`src/verilog/tec_timer_consts.vh`:
```
`ifndef TEC_TIMER_CONSTS_VH
`define TEC_TIMER_CONSTS_VH

// address map, byte addresses on the apb bus
`define TEC_CH_STRIDE 8'h10
`define TEC_OFS_CTRL 4'h0
`define TEC_OFS_LOW 4'h4
`define TEC_OFS_HIGH 4'h8
`define TEC_ADDR_INTC 8'h30

// control register fields
`define TEC_MODE_MSB 7
`define TEC_MODE_LSB 6
`define TEC_RUN_BIT 4
`define TEC_POL_BIT 3
`define TEC_CTRL_MASK 8'hD8

// mode field encodings
`define TEC_MODE_OFF 2'h0
`define TEC_MODE_EVENT 2'h1
`define TEC_MODE_TIMER 2'h2
`define TEC_MODE_PULSE 2'h3

// interrupt control register fields
`define TEC_INTC_EN_LSB 0
`define TEC_INTC_REQ_LSB 4

// reset values and the counter full value
`define TEC_CTRL_RST 8'h00
`define TEC_CNT_RST 16'h0000
`define TEC_BYTE_RST 8'h00
`define TEC_CNT_FULL 16'hFFFF

// timing
`define TEC_SYSCLK_HZ 200000000
`define TEC_T0_DIV 4
`define TEC_T1_HZ 32768
`define TEC_T1_DIV (`TEC_SYSCLK_HZ / `TEC_T1_HZ)

`endif

```
`src/verilog/tec_timer.v`:
```
// Behaviour
// mode chosen by control bits seven and six
// run bit gates counting
// polarity bit selects active pin edge
// mode one-zero selects interval timer
// timer mode counts each internal tick
// overflow requests interrupt, reloads, keeps counting
// interrupt suppressed when enable bit zero
// event mode counts pin edges undivided
// event edge rising for zero, falling for one
// event counting continues in power-down, wakes
// mode one-one selects pulse width measurement
// timer and pulse modes use internal clock
// pulse mode run only arms counter
// polarity zero: count falling until rising
// polarity one: count rising until falling
// pulse end clears run bit
// other modes never clear run bit
// after pulse, ignore pin, hold count
// pulse mode driven by transitions, not level
// software sets mode before run bit
// mode zero-one selects event counting
// third timer supports interval timer only
// timer0 sysclk/4, timer1 32768Hz tick
// preload write loads counter when stopped
// low byte buffered, high read latches low
//
// register map, byte addresses on the apb bus:
//    timer n control at n*0x10 + 0x0
//    timer n low byte at n*0x10 + 0x4
//    timer n high byte at n*0x10 + 0x8
//    interrupt control at 0x30
// control byte: mode in bits 7:6, run in bit 4, polarity in bit 3
//    mode 00 holds the counter still
//    mode 01 counts pin edges
//    mode 10 counts internal ticks
//    mode 11 measures one pulse on the pin
// interrupt control: enables in bits 2:0, request flags in bits 6:4
//    a request flag is cleared by writing one to it
//    an overflow in the same cycle keeps the flag set
//
// handshake: every transfer takes exactly one wait state
//    setup, first access cycle with ready low, second with ready high
//    read data and slave error stand only while ready is high
//    unmapped addresses answer with slave error and zero data
//
// limitations a user must know:
//    the counter is not inhibited during a bus access, so a read of the
//    high byte may race a carry out of the low byte; the high read latches
//    the low byte at the same edge, so the pair is always coherent
//    timer2 has no pin and runs as an interval timer whatever its mode bits
//    internal ticks stop in power-down, so only an event counter can wake
//    pin edges are seen one clock after the pin moves
//    a measured pulse shorter than one tick may read zero
//
// trade-off: the low byte latch costs one byte per timer but lets
// software read a running counter without stopping it
`timescale 1ns/1ps
`include "tec_timer_consts.vh"

module tec_timer #(
   parameter T0_DIV = `TEC_T0_DIV,
   parameter T1_DIV = `TEC_T1_DIV
) (
   // clock and reset
   input wire i_clk,
   input wire i_rst,
   // apb slave
   input wire i_psel,
   input wire i_penable,
   input wire i_pwrite,
   input wire [7:0] i_paddr,
   input wire [31:0] i_pwdata,
   output wire [31:0] o_prdata,
   output wire o_pready,
   output wire o_pslverr,
   // timer pins and power state
   input wire i_cnt0_input_pin,
   input wire i_cnt1_input_pin,
   input wire i_pdown,
   // requests
   output wire [2:0] o_irq,
   output wire o_wake
);

   // divider end points, cut to the counter width on purpose
   localparam integer T0_LAST_I = T0_DIV - 1;
   localparam integer T1_LAST_I = T1_DIV - 1;
   localparam [15:0] T0_LAST = T0_LAST_I[15:0];
   localparam [15:0] T1_LAST = T1_LAST_I[15:0];

   reg [7:0] ctrl_ff [0:2];
   reg [15:0] cnt_ff [0:2];
   reg [15:0] pre_ff [0:2];
   reg [7:0] lowbuf_ff [0:2];
   reg [7:0] rdlat_ff [0:2];
   reg [2:0] meas_ff;
   reg [2:0] pin_d_ff;
   reg [2:0] req_ff;
   reg [2:0] ien_ff;
   reg [2:0] irq_ff;
   reg wake_ff;
   reg [15:0] div0_ff;
   reg [15:0] div1_ff;
   reg tick0_ff;
   reg tick1_ff;
   reg pready_ff;
   reg pslverr_ff;
   reg [31:0] prdata_ff;

   reg [2:0] inc_c;
   reg [2:0] start_c;
   reg [2:0] done_c;
   reg [2:0] ovf_c;
   reg [2:0] wr_ctrl_c;
   reg [2:0] wr_low_c;
   reg [2:0] wr_high_c;
   reg [2:0] rd_high_c;
   reg wr_intc_c;
   reg hit_c;
   reg [31:0] rd_val_c;
   reg [1:0] md;
   integer i;

   wire [2:0] pin_now = {1'b0, i_cnt1_input_pin, i_cnt0_input_pin};
   wire [2:0] rise = pin_now & ~pin_d_ff;
   wire [2:0] fall = ~pin_now & pin_d_ff;
   // internal clocks stop in power-down; only the pin keeps an event counter alive
   wire [2:0] itick = {~i_pdown, tick1_ff & ~i_pdown, tick0_ff & ~i_pdown};
   wire access = i_psel & i_penable;
   wire xfer = access & pready_ff;
   wire [1:0] ch = i_paddr[5:4];
   wire [3:0] ofs = i_paddr[3:0];

   function [1:0] eff_mode;
      input [7:0] ctrl;
      input integer chan;
      begin
         if (chan == 2)
            eff_mode = `TEC_MODE_TIMER;
         else
            eff_mode = ctrl[`TEC_MODE_MSB:`TEC_MODE_LSB];
      end
   endfunction

   function sel_edge;
      input pol;
      input r;
      input f;
      begin
         sel_edge = pol ? f : r;
      end
   endfunction

   // counting decisions per channel
   always @*
   begin
      inc_c = 3'h0;
      start_c = 3'h0;
      done_c = 3'h0;
      ovf_c = 3'h0;
      md = `TEC_MODE_OFF;
      for (i = 0; i < 3; i = i + 1)
      begin
         md = eff_mode(ctrl_ff[i], i);
         if (ctrl_ff[i][`TEC_RUN_BIT])
         begin
            case (md)
               `TEC_MODE_TIMER:
                  inc_c[i] = itick[i];
               `TEC_MODE_EVENT:
                  inc_c[i] = sel_edge(ctrl_ff[i][`TEC_POL_BIT], rise[i], fall[i]);
               `TEC_MODE_PULSE:
               begin
                  // armed until the leading edge, then counting until the trailing edge
                  start_c[i] = ~meas_ff[i] & sel_edge(~ctrl_ff[i][`TEC_POL_BIT], rise[i], fall[i]);
                  done_c[i] = meas_ff[i] & sel_edge(ctrl_ff[i][`TEC_POL_BIT], rise[i], fall[i]);
                  inc_c[i] = meas_ff[i] & ~done_c[i] & itick[i];
               end
               default:
                  inc_c[i] = 1'b0;
            endcase
         end
         ovf_c[i] = inc_c[i] & (cnt_ff[i] == `TEC_CNT_FULL);
      end
   end

   // apb decode
   always @*
   begin
      wr_ctrl_c = 3'h0;
      wr_low_c = 3'h0;
      wr_high_c = 3'h0;
      rd_high_c = 3'h0;
      wr_intc_c = 1'b0;
      hit_c = 1'b0;
      rd_val_c = 32'h00000000;
      if (i_paddr == `TEC_ADDR_INTC)
      begin
         hit_c = 1'b1;
         wr_intc_c = i_pwrite;
         rd_val_c[`TEC_INTC_EN_LSB +: 3] = ien_ff;
         rd_val_c[`TEC_INTC_REQ_LSB +: 3] = req_ff;
      end
      else if (i_paddr[7:6] == 2'h0 && ch != 2'h3)
      begin
         case (ofs)
            `TEC_OFS_CTRL:
            begin
               hit_c = 1'b1;
               wr_ctrl_c[ch] = i_pwrite;
               rd_val_c[7:0] = ctrl_ff[ch];
            end
            `TEC_OFS_LOW:
            begin
               hit_c = 1'b1;
               wr_low_c[ch] = i_pwrite;
               rd_val_c[7:0] = rdlat_ff[ch];
            end
            `TEC_OFS_HIGH:
            begin
               hit_c = 1'b1;
               wr_high_c[ch] = i_pwrite;
               rd_high_c[ch] = ~i_pwrite;
               rd_val_c[7:0] = cnt_ff[ch][15:8];
            end
            default:
               hit_c = 1'b0;
         endcase
      end
   end

   // internal tick dividers
   always @(posedge i_clk)
   begin
      if (i_rst)
      begin
         div0_ff <= 16'h0000;
         div1_ff <= 16'h0000;
         tick0_ff <= 1'b0;
         tick1_ff <= 1'b0;
      end
      else
      begin
         tick0_ff <= (div0_ff == T0_LAST);
         div0_ff <= (div0_ff == T0_LAST) ? 16'h0000 : div0_ff + 16'h0001;
         tick1_ff <= (div1_ff == T1_LAST);
         div1_ff <= (div1_ff == T1_LAST) ? 16'h0000 : div1_ff + 16'h0001;
      end
   end

   // apb handshake: one wait state, read data sampled on the first access edge
   always @(posedge i_clk)
   begin
      if (i_rst)
      begin
         pready_ff <= 1'b0;
         pslverr_ff <= 1'b0;
         prdata_ff <= 32'h00000000;
      end
      else
      begin
         pready_ff <= access & ~pready_ff;
         if (access & ~pready_ff)
         begin
            pslverr_ff <= ~hit_c;
            prdata_ff <= i_pwrite ? 32'h00000000 : rd_val_c;
         end
         else
         begin
            pslverr_ff <= 1'b0;
            prdata_ff <= 32'h00000000;
         end
      end
   end

   // counters, control and request flags
   always @(posedge i_clk)
   begin
      if (i_rst)
      begin
         for (i = 0; i < 3; i = i + 1)
         begin
            ctrl_ff[i] <= `TEC_CTRL_RST;
            cnt_ff[i] <= `TEC_CNT_RST;
            pre_ff[i] <= `TEC_CNT_RST;
            lowbuf_ff[i] <= `TEC_BYTE_RST;
            rdlat_ff[i] <= `TEC_BYTE_RST;
         end
         meas_ff <= 3'h0;
         pin_d_ff <= 3'h0;
         req_ff <= 3'h0;
         ien_ff <= 3'h0;
         irq_ff <= 3'h0;
         wake_ff <= 1'b0;
      end
      else
      begin
         pin_d_ff <= pin_now;
         for (i = 0; i < 3; i = i + 1)
         begin
            if (inc_c[i])
               cnt_ff[i] <= ovf_c[i] ? pre_ff[i] : cnt_ff[i] + 16'h0001;
            if (start_c[i])
               meas_ff[i] <= 1'b1;
            if (done_c[i])
            begin
               // only the pulse mode ever drops the run bit by itself
               ctrl_ff[i][`TEC_RUN_BIT] <= 1'b0;
               meas_ff[i] <= 1'b0;
            end
            // high read latches the low byte in the same edge the high byte is sampled
            if (access & ~pready_ff & rd_high_c[i])
               rdlat_ff[i] <= cnt_ff[i][7:0];
            if (xfer & wr_low_c[i])
               lowbuf_ff[i] <= i_pwdata[7:0];
            if (xfer & wr_high_c[i])
            begin
               pre_ff[i] <= {i_pwdata[7:0], lowbuf_ff[i]};
               if (~ctrl_ff[i][`TEC_RUN_BIT])
                  cnt_ff[i] <= {i_pwdata[7:0], lowbuf_ff[i]};
            end
            // a software write wins over the hardware clear and re-arms the measurement
            if (xfer & wr_ctrl_c[i])
            begin
               ctrl_ff[i] <= i_pwdata[7:0] & `TEC_CTRL_MASK;
               meas_ff[i] <= 1'b0;
            end
         end
         // set wins over a clear by writing one
         if (xfer & wr_intc_c)
         begin
            req_ff <= (req_ff & ~i_pwdata[`TEC_INTC_REQ_LSB +: 3]) | ovf_c;
            ien_ff <= i_pwdata[`TEC_INTC_EN_LSB +: 3];
         end
         else
            req_ff <= req_ff | ovf_c;
         irq_ff <= req_ff & ien_ff;
         wake_ff <= i_pdown & (|ovf_c);
      end
   end

   assign o_prdata = prdata_ff;
   assign o_pready = pready_ff;
   assign o_pslverr = pslverr_ff;
   assign o_irq = irq_ff;
   assign o_wake = wake_ff;

endmodule

```
`config.mk`:
```
export PLATFORM = sky130hd
export DESIGN_NAME = tec_timer
export DESIGN_NICKNAME = d
export VERILOG_FILES = /design/src/verilog/tec_timer.v
export VERILOG_INCLUDE_DIRS = /design/src /design/src/verilog
export SDC_FILE = /design/constraint.sdc
export NUM_CORES = 1
export LEC_CHECK = 0
export BUFFER_PORTS_ARGS = -buffer_cell sky130_fd_sc_hd__buf_2
export CAP_MARGIN = 30
export CORE_UTILIZATION = 50
export CTS_BUF_LIST = sky130_fd_sc_hd__clkbuf_2 sky130_fd_sc_hd__clkbuf_4 sky130_fd_sc_hd__clkbuf_8
export DETAILED_ROUTE_END_ITERATION = 16
export HOLD_SLACK_MARGIN = 0.03
export PLACE_DENSITY = 0.78
export RECOVER_POWER = 50
export SLEW_MARGIN = 25
export SYNTH_ARGS = -nofsm -noshare
export SYNTH_HDL_FRONTEND = slang
export SYNTH_SLANG_ARGS = --single-unit
```
`constraint.sdc`:
```
create_clock -name i_clk -period 8.3 [get_ports i_clk]
set_input_delay 0.83 -clock i_clk [delete_from_list [all_inputs] [get_ports i_clk]]
set_output_delay 0.83 -clock i_clk [all_outputs]
set_load 0.01 [all_outputs]
```
==> results by stage <==
Place:
- Detailed placement ended at an HPWL of 17.7 mm.
- After detailed placement, the total cell area comes to 10800 um^2.
- The placed cell count is 1251.
- Before CTS, the worst setup slack after placement is 4110 ps.
- During placement, the flow inserted port buffers numbering 37.
- At the end of routability-driven placement, the weighted congestion stood at 0.939.

Global routing:
- The first global-routing pass estimated 39.6 mm of wire.
- The largest net degree at the start of global routing is 49.
- For this run the aggregate overflow at the end of global routing stands at 0.
- Across every metal layer, demand over resource in global routing totals 24.0%.
- The number of antenna violations at the first check in global routing is 0.
- The number of global-route vias before repair is 7312.

Clock tree:
- The number of post-CTS setup repair buffers is 0.
- Once the clock tree was built, the resizer swapped 0 gates to a different size.
- CTS placed an instance of clkbuf_8 at the clock tree root.
- The TritonCTS clock tree is built.
- The clock transition at the registers of the reported paths is 60 ps.
- For this design, the sink count on the clock tree is 214.
- The number of buffers between clock root and the deepest sink is 3.
- The CTS buffer count is 36.
- The level count of the clock H-tree is 2.
- The hold buffer count at CTS is 0.
- The clock insertion delay at the later pin of the skew report is 520 ps.

Synth:
- The number of synthesized flops with an enable pin is 156.
- The number of warnings reported in the yosys synthesis log is 0.
- The number of library cell types mapped by synthesis is 62.
- A synthesized cell averages 10.7 um^2.
- The count of mapped cells out of synthesis is 977.
- Counting flops with an async set or reset pin after synthesis yields a share of 0%.
- The dominant register cell in the synthesized netlist is edfxtp_1.
- The netlist area before placement is 10500 um^2.
- The flop and latch count out of synthesis is 214.
- Of the synthesized area, sequential elements account for 55.9%.

Timing:
- Setup repair after global routing left no endpoint under its margin.
- The final critical path time including I/O delays and setup is 5040 ps.
- The max-slew violation count is 55.
- The count of endpoints failing hold in the final timing report was 0.
- Setup violations remaining at the end of the flow were counted as 0.
- The worst slack on hold paths is 467 ps.
- The transition time at the pin with the least slew margin is 1900 ps.
- The remaining max-slew budget at the tightest pin is -26.7%.
- On the final layout, the worst clock skew is 17.1 ps.
- The upper clock frequency limit is 199 MHz.
- Setup slack closes at 3260 ps.
- The final critical-path share of the clock period is 60.7%.
- The setup TNS is 0 ps.

Die:
- The I/O pin count is 86.
- The area of the die is 21500 um^2.
- The effective utilization at floorplan is 51.4%.
- From left edge to right edge, the die measures 147 um.
- Row generation in the floorplan step produced 52 rows.
- Measured along the y axis, the die boundary spans 147 um.
- The region available for standard cell placement spans 20400 um^2.

Final layout:
- The number of standard cells in the layout, taps in and fillers out is 1315.
- The area overhead of the layout relative to synthesis is 9.67%.
- The number of diodes added for antenna fixing is 0.
- The final cell area excluding filler cells is 11500 um^2.
- Of the cells placed in the final design, the portion with a size suffix greater than 1 is 9.86%.
- The number of nets in the layout is 1073.
- For this run, the share of the core covered by cells in the final layout is 56.3%.

Detailed routing:
- The first detailed-routing pass took 5 iterations.
- After detailed routing, the total wire length is 25.4 mm.
- The residual antenna-violating net count after detailed routing is 0.
- The via-per-instance ratio is 5.89.
- The number of DRC violations after detailed routing is 0.
- The count of routing violations after the opening detailed-route iteration is 898.
- The total number of vias is 7745.
- The detail-routed net length per standard cell is 19.3 um.

Critical path:
- The worst setup path is captured at a register.
- The critical path's largest stage delay is 1080 ps.
- The slowest stage of the critical path belongs to the cell clkbuf_1.
- The signal on the critical path passes through clkbuf_1 > a211oi_1 > nand2_1 > nor3_4 > clkbuf_1 > nor3b_4 > nor3_4 > buf_4 > a2111oi_0.
- The arrival time reported for the critical path endpoint is 5330 ps.
- The worst register-to-register path has a setup slack of 4200 ps.
- The category of the worst setup path launch point is an input pin.
- STA puts the critical path data required time at 8590 ps.
- The type of the setup path with the least slack is in -> reg.
- Of all nets on the critical path, the largest fanout is 48.

Run status:
- The run finished, with violations left.
- The checks that failed: max-capacitance violations, max-slew violations.

Power and ir drop:
- After layout, the design draws a total of 2.24 mW.
- Power spread over the standard cell area amounts to 196 nW/um^2.
- The standby leakage power is 4.13 nW.
- The worst IR drop on VDD is 0.129 mV.

Min path:
- The min-delay analysis places its worst path in the category reg -> reg.

Flow run:
- Max-cap violations in this run came to 2.
cell usage in the layout (no fill, tap or decap), types with 14 or more instances in the layout:
master	count
buf_2	21
edfxtp_1	156
nand2_1	79
a21oi_1	35
and2_0	37
clkbuf_1	24
xor2_1	27
xnor2_1	39
dfxtp_1	58
nand3_1	45
and2_1	26
nor2_1	104
nor4_1	18
clkbuf_8	40
o31ai_1	19
mux2i_1	31
inv_1	14
and3_1	28
conb_1	24
a211oi_1	18
nand4_1	16
nor3_1	48
state kept, by name, summed over array words and instances, names as in the netlist:
name and count:
meas_ff 2, o_wake 1, pin_d_ff 2, rdlat_ff 24, div0_ff 16, o_irq 3
tick1_ff 1, o_prdata 8, req_ff 3, tick0_ff 1, cnt_ff 48, lowbuf_ff 24
o_pready 1, ctrl_ff 12, pre_ff 48, ien_ff 3, div1_ff 16, o_pslverr 1
where the power goes:
part	internal [mW]	total (mW)	switching [mW]
sequential	1.18	1.21	0.0309
combinational	0.0366	0.117	0.0808
clock	0.500	0.915	0.416
worst max-delay path, delay by kind of cell:
family	cells	cell delay (ps)
AND/OR/NAND/NOR	4	1260
AO/OA/AOI/OAI	2	1100
buffers and inverters	3	2100
per-layer routing:
| metal | routed length (um) | vias to the layer above | global-route usage [%] |
|---|---|---|---|
| li1 | - | 3620 | - |
| met1 | 10500 | 3648 | 32.1 |
| met2 | 11100 | 392 | 35.6 |
| met3 | 2400 | 85 | 5.41 |
| met4 | 1430 | 0 | 14.1 |
| met5 | 0 | - | 0 |
cells in the mapped netlist (all sizes together), types with 6 or more instances:
master / count / share of area, %
ha: 6 / 0.72
a21oi: 36 / 1.8
nand4: 16 / 0.96
and3: 28 / 1.7
nand2: 80 / 2.9
xnor2: 39 / 3.3
dfxtp: 58 / 11
and4: 11 / 0.92
o31ai: 19 / 1.4
xor2: 27 / 2.3
nor4: 21 / 1.5
nand3: 45 / 2.2
and2: 63 / 3.8
a211oi: 18 / 1.3
a22oi: 7 / 0.50
nor3: 51 / 2.6
buf: 42 / 2.6
o21ai: 13 / 0.62
o22ai: 7 / 0.42
inv: 14 / 0.50
mux2i: 31 / 3.0
clkbuf: 29 / 1.0
nor2: 104 / 3.7
edfxtp: 156 / 45
kinds of logic after synthesis:
| kind of cell | Yosys count | share of synthesized area [%] |
|---|---|---|
| and+or+nand+nor | 451 | 22.7 |
| DFF | 214 | 55.9 |
| AOI/OAI and AO/OA | 122 | 7.94 |
| buffers and inverters | 86 | 4.21 |
| xor gates and xnor gates | 66 | 5.53 |
| muxes | 31 | 2.97 |
| adders and majority gates | 6 | 0.718 |
| other | 1 | 0.0359 |
cell type report:
type / count / area, um^2
clock buffers: 53 / 648
clock inverters: 11 / 46.3
fillers: 1724 / 8890
inverters: 15 / 56.3
multi-input cells: 700 / 4280
flip-flops and latches: 214 / 5850
well taps: 270 / 338
repair buffers: 52 / 251
final timing paths:
| check | from | end | cells past startpoint |
|---|---|---|---|
| worst max-delay path | i_paddr[4] | cnt_ff[0][13]$_SDFFCE_PN0P_ | 9 |
| worst min-delay path | div0_ff[0]$_SDFF_PP0_ | div0_ff[0]$_SDFF_PP0_ | 1 |
| worst max register to register | o_pready$_SDFF_PP0_ | cnt_ff[0][13]$_SDFFCE_PN0P_ | 8 |
| worst min register to register | div0_ff[0]$_SDFF_PP0_ | div0_ff[0]$_SDFF_PP0_ | 1 |
No activity file was read; power rests on OpenSTA's default activity.
